[config.mk]
export PLATFORM = sky130hd
export DESIGN_NAME = wsc_regs
export DESIGN_NICKNAME = d
export VERILOG_FILES = /design/src/core/wsc_pkg.sv /design/src/core/wsc_regs.sv /design/src/core/wsc_sync.sv
export SDC_FILE = /design/constraint.sdc
export NUM_CORES = 1
export LEC_CHECK = 0
export BUFFER_PORTS_ARGS = -buffer_cell sky130_fd_sc_hd__buf_2
export CAP_MARGIN = 20
export CORE_ASPECT_RATIO = 0.6
export CORE_MARGIN = 3
export CORE_UTILIZATION = 52
export DETAILED_ROUTE_END_ITERATION = 10
export PLACE_DENSITY = 0.82
export SLEW_MARGIN = 30
export SYNTH_ARGS = -nofsm -noshare
export SYNTH_HDL_FRONTEND = slang
export SYNTH_SLANG_ARGS = --single-unit
[constraint.sdc]
create_clock -name clk -period 2.2 [get_ports clk]
set_clock_uncertainty 0.2 [all_clocks]
set_input_delay 0.44 -clock clk [delete_from_list [all_inputs] [get_ports clk]]
set_output_delay 0.44 -clock clk [all_outputs]
set_load 0.02 [all_outputs]
[src/core/wsc_pkg.sv]
package wsc_pkg;

	// register addresses on the serial configuration port
	localparam logic [6:0] WSC_ADDR_WD = 7'h03;
	localparam logic [6:0] WSC_ADDR_BUS = 7'h04;
	localparam logic [6:0] WSC_ADDR_IWC = 7'h06;
	localparam logic [6:0] WSC_ADDR_EWC = 7'h07;

	// frame layout, first bit on the line is bit 0
	localparam logic [4:0] WSC_FRAME_BITS = 5'h10;
	localparam logic [4:0] WSC_HEAD_BITS = 5'h08;
	localparam logic [4:0] WSC_CNT_MAX = 5'h1f;
	localparam int WSC_RW_POS = 7;

	// values after power-on or soft reset
	localparam logic [7:0] WSC_IWC_RST = 8'h00;
	localparam logic [7:0] WSC_EWC_RST = 8'h07;
	localparam logic [7:0] WSC_BUS_RST = 8'h20;
	localparam logic [7:0] WSC_WD_RST = 8'h14;

	// implemented bits, everything else reads zero and ignores writes
	localparam logic [7:0] WSC_IWC_MASK = 8'hc4;
	localparam logic [7:0] WSC_EWC_MASK = 8'ha7;
	localparam logic [7:0] WSC_BUS_MASK = 8'hfb;
	localparam logic [7:0] WSC_WD_MASK = 8'h40;

	// restart and fail-safe forcing: keep-mask and forced value
	localparam logic [7:0] WSC_EWC_RESTART_KEEP = 8'ha7;
	localparam logic [7:0] WSC_EWC_FS_KEEP = 8'ha0;
	localparam logic [7:0] WSC_EWC_FS_VAL = 8'h07;
	localparam logic [7:0] WSC_BUS_FS_KEEP = 8'he0;
	localparam logic [7:0] WSC_BUS_FS_VAL = 8'h09;

	// field positions
	localparam int WSC_IWC_T2_POS = 7;
	localparam int WSC_IWC_T1_POS = 6;
	localparam int WSC_IWC_WDHI_POS = 2;
	localparam int WSC_EWC_GLB_POS = 7;
	localparam int WSC_EWC_MEAS_POS = 5;
	localparam int WSC_EWC_WK3_POS = 2;
	localparam int WSC_EWC_WK2_POS = 1;
	localparam int WSC_EWC_WK1_POS = 0;
	localparam int WSC_WD_LO_POS = 6;
	localparam int WSC_BUS_LIN_LSB = 3;
	localparam int WSC_BUS_CAN_LSB = 0;

	// transceiver mode field encoding
	localparam logic [1:0] WSC_MODE_WAKE = 2'h1;

	typedef struct packed {
		logic second_timer_wake_enable;
		logic first_timer_wake_enable;
		logic wake_input_three_enable;
		logic wake_input_two_enable;
		logic wake_input_one_enable;
		logic measure_active;
	} wsc_wake_en_t;

	typedef struct packed {
		logic [1:0] timer_hit;
		logic [2:0] wake_input_hit;
	} wsc_wake_hit_t;

endpackage

[src/core/wsc_regs.sv]
`timescale 1ns/10ps
// Function
// - bit 7 internal register enables second timer wake; cleared means no wake.
// - bit 6 internal register enables first timer wake; cleared keeps it off.
// - bit 2 internal is watchdog stop-disable high bit; device may update it.
// - low watchdog stop-disable bit sits at watchdog control bit 6, same encoding.
// - reserved bits of both wake registers always read zero.
// - external bit 7 picks interrupt policy: wake only, or every status bit.
// - external bit 5 selects measurement; then inputs one and two enables ignored.
// - measurement runs in normal mode; software ignores input one/two level bits.
// - external bits 2,1,0 enable wake inputs three, two, one.
// - power-on or soft reset loads internal register with zero.
// - power-on or soft reset loads external register with 0000 0111.
// - restart entry clears external bits 6,4,3 and keeps the rest.
// - fail-safe entry forces external x0x0 0111 and bus control xxx0 1001.
// - transceiver mode value 01 means wake capable only.
module wsc_regs
	import wsc_pkg::*;
(
	input wire logic clk,
	input wire logic rst,
	input wire logic spi_cs_n,
	input wire logic spi_sclk,
	input wire logic spi_sdi,
	output logic spi_sdo,
	output logic spi_sdo_oe,
	input wire logic soft_reset,
	input wire logic restart_entry,
	input wire logic failsafe_entry,
	input wire logic normal_mode,
	input wire logic wd_stop_hi_set,
	input wire logic wd_stop_hi_val,
	input wire logic wd_stop_lo_set,
	input wire logic wd_stop_lo_val,
	input wire wsc_wake_hit_t wake_hit,
	input wire logic status_event,
	output wsc_wake_en_t wake_en,
	output logic int_global,
	output logic [1:0] wd_stop_disable,
	output logic can_wake_capable,
	output logic lin_wake_capable,
	output logic wake_detect,
	output logic int_req
);

	logic cs_n_s;
	logic sclk_s;
	logic sdi_s;
	logic cs_n_d;
	logic sclk_d;
	logic sclk_rise;
	logic sclk_fall;
	logic cs_fall;
	logic cs_rise;
	logic [4:0] bit_cnt_r;
	logic [15:0] rx_r;
	logic [7:0] tx_r;
	logic [7:0] iwc_r;
	logic [7:0] ewc_r;
	logic [7:0] bus_r;
	logic [7:0] wd_r;
	logic [7:0] iwc_nxt;
	logic [7:0] wd_nxt;
	logic [7:0] rd_data;
	logic [7:0] status_byte;
	logic wr_commit;
	logic [6:0] wr_addr;
	logic [7:0] wr_data;
	logic wr_iwc;
	logic wr_ewc;
	logic wr_bus;
	logic wr_wd;
	logic meas_sel;
	logic [4:0] wake_gate;
	logic wake_any;

	// pins come from the host's domain, so sclk must run well below clk/4
	wsc_sync #(.INIT(1'b1)) u_sync_cs (
		.clk(clk),
		.rst(rst),
		.din(spi_cs_n),
		.dout(cs_n_s)
	);

	wsc_sync #(.INIT(1'b0)) u_sync_sclk (
		.clk(clk),
		.rst(rst),
		.din(spi_sclk),
		.dout(sclk_s)
	);

	wsc_sync #(.INIT(1'b0)) u_sync_sdi (
		.clk(clk),
		.rst(rst),
		.din(spi_sdi),
		.dout(sdi_s)
	);

	always_ff @(posedge clk or posedge rst) begin
		if (rst) begin
			cs_n_d <= 1'b1;
			sclk_d <= 1'b0;
		end else begin
			cs_n_d <= cs_n_s;
			sclk_d <= sclk_s;
		end
	end

	assign sclk_rise = sclk_s & ~sclk_d & ~cs_n_s;
	assign sclk_fall = ~sclk_s & sclk_d & ~cs_n_s;
	assign cs_fall = ~cs_n_s & cs_n_d;
	assign cs_rise = cs_n_s & ~cs_n_d;

	// bit counter saturates so an overlong frame can never look like sixteen
	always_ff @(posedge clk or posedge rst) begin
		if (rst) begin
			bit_cnt_r <= '0;
		end else if (cs_fall) begin
			bit_cnt_r <= '0;
		end else if (sclk_rise && bit_cnt_r != WSC_CNT_MAX) begin
			bit_cnt_r <= bit_cnt_r + 5'h01;
		end
	end

	// first bit on the line ends up in bit 0
	always_ff @(posedge clk or posedge rst) begin
		if (rst) begin
			rx_r <= '0;
		end else if (sclk_rise) begin
			rx_r <= {sdi_s, rx_r[15:1]};
		end
	end

	always_comb begin
		rd_data = 8'h00;
		unique case (rx_r[14:8])
			WSC_ADDR_WD: rd_data = wd_r & WSC_WD_MASK;
			WSC_ADDR_BUS: rd_data = bus_r & WSC_BUS_MASK;
			WSC_ADDR_IWC: rd_data = iwc_r & WSC_IWC_MASK;
			WSC_ADDR_EWC: rd_data = ewc_r & WSC_EWC_MASK;
			default: rd_data = 8'h00;
		endcase
	end

	assign status_byte = {2'h0, wake_en};

	// status byte goes out first, addressed register after the head bits
	always_ff @(posedge clk or posedge rst) begin
		if (rst) begin
			tx_r <= '0;
			spi_sdo <= 1'b0;
		end else if (cs_fall) begin
			tx_r <= {1'b0, status_byte[7:1]};
			spi_sdo <= status_byte[0];
		end else if (sclk_fall) begin
			if (bit_cnt_r == WSC_HEAD_BITS) begin
				tx_r <= {1'b0, rd_data[7:1]};
				spi_sdo <= rd_data[0];
			end else begin
				tx_r <= {1'b0, tx_r[7:1]};
				spi_sdo <= tx_r[0];
			end
		end
	end

	always_ff @(posedge clk or posedge rst) begin
		if (rst) begin
			spi_sdo_oe <= 1'b0;
		end else begin
			spi_sdo_oe <= ~cs_n_s;
		end
	end

	// a write only lands on a clean sixteen-bit frame
	assign wr_commit = cs_rise && bit_cnt_r == WSC_FRAME_BITS && rx_r[WSC_RW_POS];
	assign wr_addr = rx_r[6:0];
	assign wr_data = rx_r[15:8];
	assign wr_iwc = wr_commit && wr_addr == WSC_ADDR_IWC;
	assign wr_ewc = wr_commit && wr_addr == WSC_ADDR_EWC;
	assign wr_bus = wr_commit && wr_addr == WSC_ADDR_BUS;
	assign wr_wd = wr_commit && wr_addr == WSC_ADDR_WD;

	// hardware update lands after the host write so it wins a collision
	always_comb begin
		iwc_nxt = iwc_r;
		if (wr_iwc) begin
			iwc_nxt = wr_data & WSC_IWC_MASK;
		end
		if (wd_stop_hi_set) begin
			iwc_nxt[WSC_IWC_WDHI_POS] = wd_stop_hi_val;
		end
	end

	always_ff @(posedge clk or posedge rst) begin
		if (rst) begin
			iwc_r <= WSC_IWC_RST;
		end else if (soft_reset) begin
			iwc_r <= WSC_IWC_RST;
		end else begin
			iwc_r <= iwc_nxt;
		end
	end

	// fail-safe outranks restart, both outrank a host write
	always_ff @(posedge clk or posedge rst) begin
		if (rst) begin
			ewc_r <= WSC_EWC_RST;
		end else if (soft_reset) begin
			ewc_r <= WSC_EWC_RST;
		end else if (failsafe_entry) begin
			ewc_r <= (ewc_r & WSC_EWC_FS_KEEP) | WSC_EWC_FS_VAL;
		end else if (restart_entry) begin
			ewc_r <= ewc_r & WSC_EWC_RESTART_KEEP;
		end else if (wr_ewc) begin
			ewc_r <= wr_data & WSC_EWC_MASK;
		end
	end

	always_ff @(posedge clk or posedge rst) begin
		if (rst) begin
			bus_r <= WSC_BUS_RST;
		end else if (soft_reset) begin
			bus_r <= WSC_BUS_RST;
		end else if (failsafe_entry) begin
			bus_r <= (bus_r & WSC_BUS_FS_KEEP) | WSC_BUS_FS_VAL;
		end else if (wr_bus) begin
			bus_r <= wr_data & WSC_BUS_MASK;
		end
	end

	always_comb begin
		wd_nxt = wd_r;
		if (wr_wd) begin
			wd_nxt = wr_data & WSC_WD_MASK;
		end
		if (wd_stop_lo_set) begin
			wd_nxt[WSC_WD_LO_POS] = wd_stop_lo_val;
		end
	end

	// only the stop-mode bit lives here, the rest of watchdog control is elsewhere
	always_ff @(posedge clk or posedge rst) begin
		if (rst) begin
			wd_r <= WSC_WD_RST & WSC_WD_MASK;
		end else if (soft_reset) begin
			wd_r <= WSC_WD_RST & WSC_WD_MASK;
		end else begin
			wd_r <= wd_nxt;
		end
	end

	assign meas_sel = ewc_r[WSC_EWC_MEAS_POS];

	// gated enables: timer2, timer1, wk3, wk2, wk1
	assign wake_gate = {
		iwc_r[WSC_IWC_T2_POS],
		iwc_r[WSC_IWC_T1_POS],
		ewc_r[WSC_EWC_WK3_POS],
		ewc_r[WSC_EWC_WK2_POS] & ~meas_sel,
		ewc_r[WSC_EWC_WK1_POS] & ~meas_sel
	};

	assign wake_any = |(wake_gate & {wake_hit.timer_hit, wake_hit.wake_input_hit});

	always_ff @(posedge clk or posedge rst) begin
		if (rst) begin
			wake_en <= '0;
		end else begin
			wake_en.second_timer_wake_enable <= wake_gate[4];
			wake_en.first_timer_wake_enable <= wake_gate[3];
			wake_en.wake_input_three_enable <= wake_gate[2];
			wake_en.wake_input_two_enable <= wake_gate[1];
			wake_en.wake_input_one_enable <= wake_gate[0];
			wake_en.measure_active <= meas_sel & normal_mode;
		end
	end

	always_ff @(posedge clk or posedge rst) begin
		if (rst) begin
			wd_stop_disable <= 2'h0;
		end else begin
			wd_stop_disable <= {iwc_r[WSC_IWC_WDHI_POS], wd_r[WSC_WD_LO_POS]};
		end
	end

	always_ff @(posedge clk or posedge rst) begin
		if (rst) begin
			can_wake_capable <= 1'b0;
			lin_wake_capable <= 1'b0;
		end else begin
			can_wake_capable <= bus_r[WSC_BUS_CAN_LSB +: 2] == WSC_MODE_WAKE;
			lin_wake_capable <= bus_r[WSC_BUS_LIN_LSB +: 2] == WSC_MODE_WAKE;
		end
	end

	// interrupt follows one cycle after the event that causes it
	always_ff @(posedge clk or posedge rst) begin
		if (rst) begin
			int_global <= 1'b0;
			wake_detect <= 1'b0;
			int_req <= 1'b0;
		end else begin
			int_global <= ewc_r[WSC_EWC_GLB_POS];
			wake_detect <= wake_any;
			int_req <= wake_any | (ewc_r[WSC_EWC_GLB_POS] & status_event);
		end
	end

endmodule

[src/core/wsc_sync.sv]
`timescale 1ns/10ps
// two-stage synchroniser, only the second stage is visible
module wsc_sync #(
	parameter logic INIT = 1'b0
) (
	input wire logic clk,
	input wire logic rst,
	input wire logic din,
	output logic dout
);

	logic meta_r;

	always_ff @(posedge clk or posedge rst) begin
		if (rst) begin
			meta_r <= INIT;
			dout <= INIT;
		end else begin
			meta_r <= din;
			dout <= meta_r;
		end
	end

endmodule

* Word level (Yosys, flattened, before mapping)
Cells that the tools add are included.
** Word-level totals
- Bits of input ports :: 19
- Register bits after elaboration :: 74
- Output and inout bits :: 15
- Logic and storage cells :: 108
** Operators by class
- Reductions and logical operators :: 20
- Mux-type cells :: 22
- Eq/ne operators :: 16
- Add/sub/neg operators :: 1
- Bitwise logic cells :: 17
** Operators with widths (count)
- $mux W8 :: 11
- $eq A7 B3 Y1 const B :: 6
- $pmux W8 S4 :: 1
- $mux W7 :: 3
- $eq A7 B2 Y1 const B :: 2
- $reduce_bool A3 Y1 :: 4
- $and A1 B1 Y1 :: 10
- $mux W5 :: 2
- $reduce_bool A2 Y1 :: 5
- $logic_and A1 B1 Y1 :: 7
- $add A5 B1 Y5 const B :: 1
- $and A5 B5 Y5 :: 1
- $eq A5 B4 Y1 const B :: 1
- $eq A5 B5 Y1 const B :: 1
- $mux W1 :: 5
- $ne A5 B5 Y1 const B :: 1
- $not A1 Y1 :: 5
- $reduce_or A5 Y1 :: 1
- $eq A2 B1 Y1 const B :: 2
- $ne A2 B2 Y1 const B :: 2
- $reduce_and A2 Y1 :: 2
- $ne A3 B2 Y1 const B :: 1
- $reduce_and A3 Y1 :: 1
- $or A1 B1 Y1 :: 1

* Longest topological paths before layout
Gate-level depths: netlist of run 1.
- Depth in word-level cells :: 9
- Depth in mapped cells :: 8
- Gate-level depth less buffers :: 7

* Modules after synthesis
Synthesis of run 1 repeated with hierarchy kept, for this count alone.
** Unflattened totals
- Cells, all modules :: 247
- Area, all modules :: 2910.3 um^2
** Modules (own cells, without submodules)
- wsc_regs :: instances 1, cells an instance 238, area an instance 2746.4 um^2, seq. area each 1532.7 um^2
- wsc_sync (u_sync_sclk ...) :: instances 2, cells an instance 3, area an instance 53.8 um^2, seq. area each 50.0 um^2
- wsc_sync (u_sync_cs) :: instances 1, cells an instance 3, area an instance 56.3 um^2, seq. area each 52.6 um^2

* Worst setup path before layout of run 1
Ideal clock, no wire load.
- Kind :: reg-to-reg
- Start :: reg bit_cnt_r[0]
- End :: reg ewc_r[5]
- Buffers on the path :: 2
- Setup time :: 0.136 ns
- Period minus slack after synthesis :: 2.331 ns
- Arrival time :: 1.994 ns
- Required time :: 1.864 ns
- Cell stages (with the launch flop) :: 9
- Setup slack :: -0.131 ns
- Cell sequence :: dfrtp_1 inv_1 ha_1 or4b_4 buf_6 or4_1 buf_2 o21ai_1 a21oi_1
** On the way
- Longest elaborated chain between the ends :: 6
** Ends and longest elaborated chain
- start, declared :: line wsc_regs.sv:55 : logic [4:0] bit_cnt_r;
- start signal, assigned :: line wsc_regs.sv:121 : bit_cnt_r <= bit_cnt_r + 5'h01;
- $eq A5 B5 Y1 :: line wsc_regs.sv:175 : assign wr_commit = cs_rise && bit_cnt_r == WSC_FRAME_BITS && rx_r[WSC_RW_POS];
- $logic_and A1 B1 Y1 (2 in series) :: line wsc_regs.sv:175
- $logic_and A1 B1 Y1 :: line wsc_regs.sv:179 : assign wr_ewc = wr_commit && wr_addr == WSC_ADDR_EWC;
- $reduce_bool A2 Y1 (no line)
- $reduce_and A3 Y1 (no line)
- end signal, assigned :: line wsc_regs.sv:211 : ewc_r <= (ewc_r & WSC_EWC_FS_KEEP) | WSC_EWC_FS_VAL;
- end signal, assigned :: line wsc_regs.sv:213 : ewc_r <= ewc_r & WSC_EWC_RESTART_KEEP;
- end signal, assigned :: line wsc_regs.sv:215 : ewc_r <= wr_data & WSC_EWC_MASK;
- end, declared :: line wsc_regs.sv:59 : logic [7:0] ewc_r;
Every way passes these cells.
A chain may end at the register's enable or synchronous reset.

* Final worst setup path of run 1
- Start :: reg bit_cnt_r[1]
- End :: reg ewc_r[7]
Same word-level chain as after synthesis.

==> results.toml, run 1 <==
[yosys]
synth_top_area_cell = "dfrtp_1"
syn_inst = 248
synth.area.top_cells = "dfrtp_1 51%, dfstp_2 6.2%, mux2_2 5.7%, mux2i_1 3.4%, nand2_1 2.8%"
synth_fp_nets = 270
synth_warnings = 0
syn_area_um2 = 2953
synth_cell_types = 53
synth_ff_type = "dfrtp_1"
synth_top_area_frac = 0.5085
ys_async_sr_fraction = 1.000
ys_ff_latch = 67
synth_area_per_cell_um2 = 11.91
synth_edf_count = 0
ys_seq_area_frac = 0.5708

[floorplan]
core_area_um2 = 5280
die_width_um = 103.3
initial_core_util = 0.5592
dieArea_um2 = 6648
fp-row-count = 20
io_pins = 34
die_h_um = 64.37

[run]
drv_cap = 0

[place]
dpl_cell_area_um2 = 3329
place.gp.congestion = 0.9180
place_hpwl_mm = 4.446
portBuffers = 33

[routing]
detail_route.wl_per_cell_um = 16.54
routed-via-count = 2109
post-route-drc-count = 0
post_drt_via_cell_ratio = 5.408
drtAntennaViolNets = 0
drtIter0Drc = 87
first_pass_iters = 5
wirelength_mm = 6.451

[layout]
final_cell_mix = "59 x dfrtp_1, 33 x buf_2, 22 x nand2_1, 22 x buf_4, 15 x mux2_2"
diodes = 0
syn_to_final_growth_pct = 22.97
nets = 330
fin_area_um2 = 3631
fin_util = 0.6877
fillCellCount = 392
final_common_cell = "dfrtp_1"
drive_above_1_share = 0.3706

[critical_path]
critPathSlowestCell = "or4b_4"
setup.worst_path.class = "reg2reg"
end_kind = "flip-flop"
path_delay_family = "simple AND/OR/NAND/NOR gates"
required_ps = 2260
worstSetupStartpointType = "flip-flop"
cpPeakStageDelay_ps = 540
cp_max_fo = 6
crit_chain = "inv_2 -> ha_4 -> or4b_4 -> nor4_1 -> buf_4 -> nand3_1 -> a21oi_1"
crit_arrival_ps = 2290
cp.buffers_inverters = 2

[sta]
setup_violations = 2
setup_slack_ps = -25.86
fin_hold_ws_ps = 100.3
slew-limit-headroom = 0.6617
finalCriticalPeriod_ps = 2226
slew_violations = 0
max_freq_mhz = 449.3
hold_viol = 0
tightest_slew_ps = 500.4
rsz0062_at_grt = "true"
fin_crit_sh = 1.012

[grt]
grt_antenna_before_repair = 0
grt_max_degree = 68
grt_pass1_vias = 2073
globalRouteTotalUtil = 0.2120
grt_use_met2 = 0.3027
grt_most_used_layer = "met1"
grt_pass1_wl_mm = 10.56
met1_usage = 0.3085
grt_overflow = 0
grt_util_met3 = 0.07088

[power]
finalPower_mw = 2.740
p_leak_nw = 1.594
p_per_area_nw_per_um2 = 754.6
irDropWorstVdd_mv = 0.5519

[clock_tree]
h-tree-depth = 3
cts_tree = "built"
numCtsBuffers = 9
cts_sinks = 67
cts_root_buffer = "clkbuf_8"
insertion_delay_ps = 340
path_clk_slew_ps = 70
clockBufferDepth = 2

[outcome]
violations = "setup timing"
status = "finished with violations"

[min_path]
hp-class = "in2reg"
==> stage by stage <==
stage / instances / worst slack [ps] / setup TNS, ps
2_1_floorplan: 248 / -61.96 / -127.4
3_3_place_gp: 365 / 26.87 / 0
3_5_place_dp: 365 / -45.49 / -267.5
4_1_cts: 386 / -52.48 / -115.5
5_1_grt: 390 / -94.89 / -545.7
6_report: 390 / -25.86 / -47.00
==> cells by family after synthesis <==
logic type | count (synthesis) | share of synthesized area
xor gates and xnor gates | 3 | 0.008900
muxes | 25 | 0.09110
adders and majority gates | 3 | 0.01271
DFF | 67 | 0.5708
and+or+nand+nor | 82 | 0.1754
buffers and inverters | 25 | 0.03517
AOI/OAI and AO/OA | 43 | 0.1059
==> timing repair <==
| action | 4_1_cts | 5_1_grt |
|---|---|---|
| hold endpoints to repair | 42 | 0 |
| resized for setup | 5 | 9 |
| hold buffers | 4 | 0 |
| pin swaps | 5 | 9 |
| setup buffers | 1 | 4 |
| setup endpoints to repair | 12 | 19 |
==> final cells by class <==
class / instances / area [um^2] / area share
inverters: 13 / 52.55 / 0.01447
multi-input cells: 156 / 1234 / 0.3398
well taps: 77 / 96.34 / 0.02653
flip-flops and latches: 67 / 1687 / 0.4645
clock inverters: 6 / 32.53 / 0.008959
clock buffers: 10 / 127.6 / 0.03515
repair buffers: 61 / 401.6 / 0.1106
==> flip-flops by register name (all words and copies together), names as in the netlist, 2 cells and up <==
register,flops
ewc_r,5
iwc_r,3
rx_r,16
wake_en,6
tx_r,7
bus_r,7
bit_cnt_r,5
wd_stop_disable,2
==> synth_stat cells, drive strengths merged (3+ instances only) <==
library cell and instances:
a21o 4, a21oi 3, a22oi 4, buf 3, clkbuf 9, dfrtp 60
dfstp 7, ha 3, inv 13, mux2 15, mux2i 10, nand2 22
nand3 3, nand3b 8, nor2 14, nor2b 7, nor3 5, nor4 6
o211ai 5, o21ai 9, o31ai 4, or4b 3
==> worst paths after layout <==
check                           slack, ps  depth (start not counted)                to              start
worst max register to register        -30                          7          ewc_r[7]       bit_cnt_r[1]
worst min register to register        150                          0   u_sync_sdi.dout  u_sync_sdi.meta_r
worst min-delay path                  100                          2           int_req       status_event
worst max-delay path                  -30                          7          ewc_r[7]       bit_cnt_r[1]
max in group asynchronous             930                          4  u_sync_cs.meta_r                rst
min in group asynchronous             520                          4           spi_sdo                rst
==> per-layer routing <==
metal / share of wire / up-vias
li1: - / 1019
met1: 0.49 / 1023
met2: 0.44 / 58
met3: 0.052 / 9
met4: 0.016 / 0
met5: 0 / -
==> report_power, final <==
group / internal [mW] / total, mW / switching, mW
Sequential: 1.34 / 1.46 / 0.123
Combinational: 0.198 / 0.433 / 0.235
Clock: 0.398 / 0.846 / 0.448
==> worst reg2reg max path, cell delays in order (launching register included) <==
cell and delay [ps]:
dfrtp_1 390, inv_2 90, ha_4 130, or4b_4 540, nor4_1 370, buf_4 190, nand3_1 80, a21oi_1 160
(Power assumes the default switching activity.)
==> run 2, diff against run 1 <==
CORE_UTILIZATION = 50   (was 52)
PLACE_DENSITY = 0.77   (was 0.82)
clock period = 2.7 ns   (was 2.2 ns; I/O delays follow)
==> results.toml, run 2 (synthesis results as in run 1) <==
[place]
place.gp.congestion = 0.8609
place_hpwl_mm = 4.410
portBuffers = 33
post-place-ws_ps = 265.5
place_inst = 349

[layout]
drive_above_1_share = 0.2917
top_regs = "rx_r: 16 flops, bus_r: 7 flops, tx_r: 7 flops"
diodes = 0
largest_reg_flops = 16
instances_no_fill = 365
fillCellCount = 434
final_cell_mix = "60 x dfrtp_1, 33 x buf_2, 22 x nand2_1"
syn_to_final_growth_pct = 14.83
final_common_cell = "dfrtp_1"
nets = 305
largest-register = "rx_r"

[grt]
grt_pass1_wl_mm = 10.07
grt_antenna_before_repair = 0
grt_pass1_vias = 1926
grt_overflow = 0
globalRouteTotalUtil = 0.1938
grt_max_degree = 46

[power]
p_leak_nw = 1.481
p_per_area_nw_per_um2 = 678.3
irDropWorstVdd_mv = 0.3391

[routing]
post_drt_via_cell_ratio = 5.595
routed-via-count = 2042
post-route-drc-count = 0
drtAntennaViolNets = 0
detail_route.wl_per_cell_um = 16.55
drtIter0Drc = 118
wirelength_mm = 6.042
first_pass_iters = 4

[floorplan]
die_width_um = 105.2
dieArea_um2 = 6894
io_pins = 34
core_area_um2 = 5380
initial_core_util = 0.5488
die_h_um = 65.53
fp-row-count = 20

[critical_path]
r2r_start = "bit_cnt_r[0]"
r2r_cells = 6
crit_arrival_ps = 2470
crit_start = "bit_cnt_r[0]"
setup.worst_path.class = "reg2reg"
required_ps = 2730
end_kind = "flip-flop"
worstSetupStartpointType = "flip-flop"
cp_max_fo = 7
reg2reg_slack_ps = 260
r2r_end = "ewc_r[5]"

[sta]
hold_viol = 0
fin_tns_setup_ps = 0
rsz0062_at_grt = "false"
max_freq_mhz = 409.8
fin_crit_sh = 0.9037
slew-limit-headroom = 0.5909
setup_slack_ps = 259.9
slew_violations = 0
tightest_slew_ps = 612.5
setup_violations = 0
finalCriticalPeriod_ps = 2440

[clock_tree]
cts_sinks = 67
insertion_delay_ps = 350
cts_hold_buf = 0
cts_root_buffer = "clkbuf_8"
ctsResizeCount = 0
post-cts-setup-buffers = 0
numCtsBuffers = 9
clockBufferDepth = 2
h-tree-depth = 3
path_clk_slew_ps = 70
cts_tree = "built"

[run]
drv_cap = 0

[outcome]
status = "complete, no violations"

[min_path]
hp-class = "in2async"
## run 2: changes by cell type in the layout (fill, tap and decap cells not counted), moves of 2 or more
cell           before  now
or4b_4              3    1
inv_1              10   12
clkinvlp_4          2    0
ha_1                0    3
clkinv_2            5    1
ha_4                3    0
clkbuf_1            1    4
buf_4              22    2
dlygate4sd3_1       4    0
## run 2: critical path: stages (launching register included)
cell	delay (ps)
dfrtp_1	420
inv_1	70
ha_1	150
or4b_4	540
or4_1	660
o21ai_1	190
a21oi_1	80
## run 2: worst max-delay path by stage
stage              endpoint  slack [ps]
4_1_cts            ewc_r[5]         260
2_1_floorplan  bit_cnt_r[0]         290
6_report           ewc_r[5]         260
3_5_place_dp       ewc_r[5]         270
5_1_grt            ewc_r[5]         180
3_3_place_gp       ewc_r[7]         350
## run 2: area by class of cell
| type | count | area (um^2) | share of cell area |
|---|---|---|---|
| Inverter | 13 | 48.80 | 0.01439 |
| Clock inverter | 2 | 35.03 | 0.01033 |
| Tap cell | 77 | 96.34 | 0.02841 |
| Multi-Input combinational cell | 156 | 1172 | 0.3458 |
| Clock buffer | 14 | 152.6 | 0.04502 |
| Timing Repair Buffer | 36 | 200.2 | 0.05904 |
| Sequential cell | 67 | 1685 | 0.4970 |
## run 2: metrics by stage
| step | hold WS, ps | util | power (mW) | instance area, um^2 |
|---|---|---|---|---|
| 6_report | 26.55 | 0.6302 | 2.300 | 3391 |
| 5_1_grt | 50.79 | 0.6302 | 2.419 | 3391 |
| 4_1_cts | 29.22 | 0.6295 | 2.320 | 3387 |
| 3_5_place_dp | 136.5 | 0.5947 | 1.507 | 3199 |
| 3_3_place_gp | 133.2 | 0.5947 | 1.495 | 3199 |
| 2_1_floorplan | 131.2 | - | 1.414 | 2953 |
## run 2: power breakdown
group / internal [mW] / switching, mW / total (mW)
sequential: 1.09 / 0.113 / 1.20
clock: 0.452 / 0.356 / 0.808
combinational: 0.126 / 0.164 / 0.289
total: 1.67 / 0.632 / 2.30
## run 2: routing by layer
| metal | GRT usage | part of all wire |
|---|---|---|
| met5 | 0 | 0 |
| met4 | 0.05892 | 0.011 |
| met3 | 0.07655 | 0.060 |
| met2 | 0.2746 | 0.43 |
| met1 | 0.2737 | 0.50 |
==> run 3, diff against run 2 <==
CTS_BUF_LIST = sky130_fd_sc_hd__clkbuf_4   (was not set)
==> results.toml, run 3 (synthesis results as in run 1) <==
[power]
irDropWorstVdd_mv = 0.3801
p_per_area_nw_per_um2 = 635.7
p_leak_nw = 1.478

[place]
portBuffers = 33
dpl_cell_area_um2 = 3199
place_hpwl_mm = 4.410
place.gp.congestion = 0.8609

[clock_tree]
cts_tree = "built"
post-cts-setup-buffers = 0
numCtsBuffers = 9
cts_root_buffer = "clkbuf_4"
clockBufferDepth = 2
cts_sinks = 67
ctsResizeCount = 0
path_clk_slew_ps = 100
h-tree-depth = 3
cts_hold_buf = 1
insertion_delay_ps = 400

[sta]
max_freq_mhz = 407.4
slew_violations = 0
rsz0062_at_grt = "false"
slew-limit-headroom = 0.5717
fin_tns_setup_ps = 0
fin_crit_sh = 0.9091
hold_viol = 0
setup_violations = 0
tightest_slew_ps = 641.1
finalCriticalPeriod_ps = 2454

[min_path]
hp-class = "in2reg"

[grt]
grt_pass1_wl_mm = 10.16
globalRouteTotalUtil = 0.1947
grt_antenna_before_repair = 0
grt_max_degree = 46
grt_overflow = 0
grt_pass1_vias = 1942

[layout]
drive_above_1_share = 0.2990
largest_reg_flops = 16
diodes = 0
nets = 308
largest-register = "rx_r"
top_regs = "rx_r: 16 flops, bus_r: 7 flops, tx_r: 7 flops"
fin_util = 0.6263
syn_to_final_growth_pct = 14.11
fin_area_um2 = 3369
fillCellCount = 443
final_cell_mix = "60 x dfrtp_1, 33 x buf_2, 22 x nand2_1"
final_common_cell = "dfrtp_1"

[floorplan]
dieArea_um2 = 6894
fp-row-count = 20
die_h_um = 65.53
die_width_um = 105.2
initial_core_util = 0.5488
core_area_um2 = 5380
io_pins = 34

[routing]
drtAntennaViolNets = 0
post-route-drc-count = 0
post_drt_via_cell_ratio = 5.565
wirelength_mm = 6.125
routed-via-count = 2048
drtIter0Drc = 115
first_pass_iters = 4
detail_route.wl_per_cell_um = 16.64

[critical_path]
crit_arrival_ps = 2540
required_ps = 2790
setup.worst_path.class = "reg2reg"
crit_chain = "inv_1 -> ha_1 -> or4b_4 -> or4_1 -> o21ai_1 -> a21oi_1"
cpPeakStageDelay_ps = 660
cp_max_fo = 7
path_delay_family = "simple AND/OR/NAND/NOR gates"
critPathSlowestCell = "or4_1"
cp.buffers_inverters = 1
worstSetupStartpointType = "flip-flop"
end_kind = "flip-flop"

[outcome]
status = "complete, no violations"

[run]
drv_cap = 0
[run 3: cell count changes in the layout (fill, tap and decap cells not counted)]
cell,previous run,this run
clkbuf_1,4,0
clkbuf_4,0,13
clkbuf_8,10,0
clkinv_1,0,1
dlygate4sd3_1,0,3
[run 3: report_power, final]
part / switching [mW] / internal [mW]
Clock: 0.326 / 0.321
Combinational: 0.166 / 0.129
Sequential: 0.111 / 1.09
[run 3: through the flow]
| stage | setup slack [ps] | instances | hold slack, ps | total power, mW |
|---|---|---|---|---|
| 2_1_floorplan | 288.4 | 248 | 131.2 | 1.414 |
| 3_3_place_gp | 350.5 | 349 | 133.2 | 1.495 |
| 3_5_place_dp | 265.5 | 349 | 136.5 | 1.507 |
| 4_1_cts | 249.8 | 366 | 3.064 | 2.163 |
| 5_1_grt | 156.5 | 368 | 7.014 | 2.265 |
| 6_report | 245.5 | 368 | 40.33 | 2.142 |
[run 3: path summary, 6_finish.rpt]
kind	start	endpoint	slack [ps]	depth (start not counted)
max	bit_cnt_r[0]	ewc_r[5]	250	6
min	spi_sdi	u_sync_sdi.meta_r	40	1
max reg2reg	bit_cnt_r[0]	ewc_r[5]	250	6
min reg2reg	u_sync_sdi.meta_r	u_sync_sdi.dout	160	0
max in group asynchronous	rst	bus_r[5]	1130	4
min in group asynchronous	rst	spi_sdo_oe	510	3
[run 3: worst register-to-register path: cells and delay by family, from the launching register on]
kind / cells / cell delay [ps]
compound gates: 2 / 270
fa+ha+maj: 1 / 150
buf+inv: 1 / 70
flops: 1 / 430
simple gates: 2 / 1210
[run 3: per-layer routing]
layer / share of wire / vias to the layer above / global-route usage
li1: - / 978 / -
met1: 0.50 / 1010 / 0.2737
met2: 0.44 / 52 / 0.2802
met3: 0.056 / 8 / 0.07066
met4: 0.010 / 0 / 0.06383
met5: 0 / - / 0
[run 3: final cells by class]
| class | instances | area, um^2 | area share |
|---|---|---|---|
| Sequential cell | 67 | 1685 | 0.5002 |
| Multi-Input combinational cell | 156 | 1172 | 0.3479 |
| Timing Repair Buffer | 39 | 230.2 | 0.06833 |
| Clock buffer | 13 | 97.59 | 0.02896 |
| Tap cell | 77 | 96.34 | 0.02859 |
| Inverter | 13 | 48.80 | 0.01448 |
| Clock inverter | 3 | 38.79 | 0.01151 |
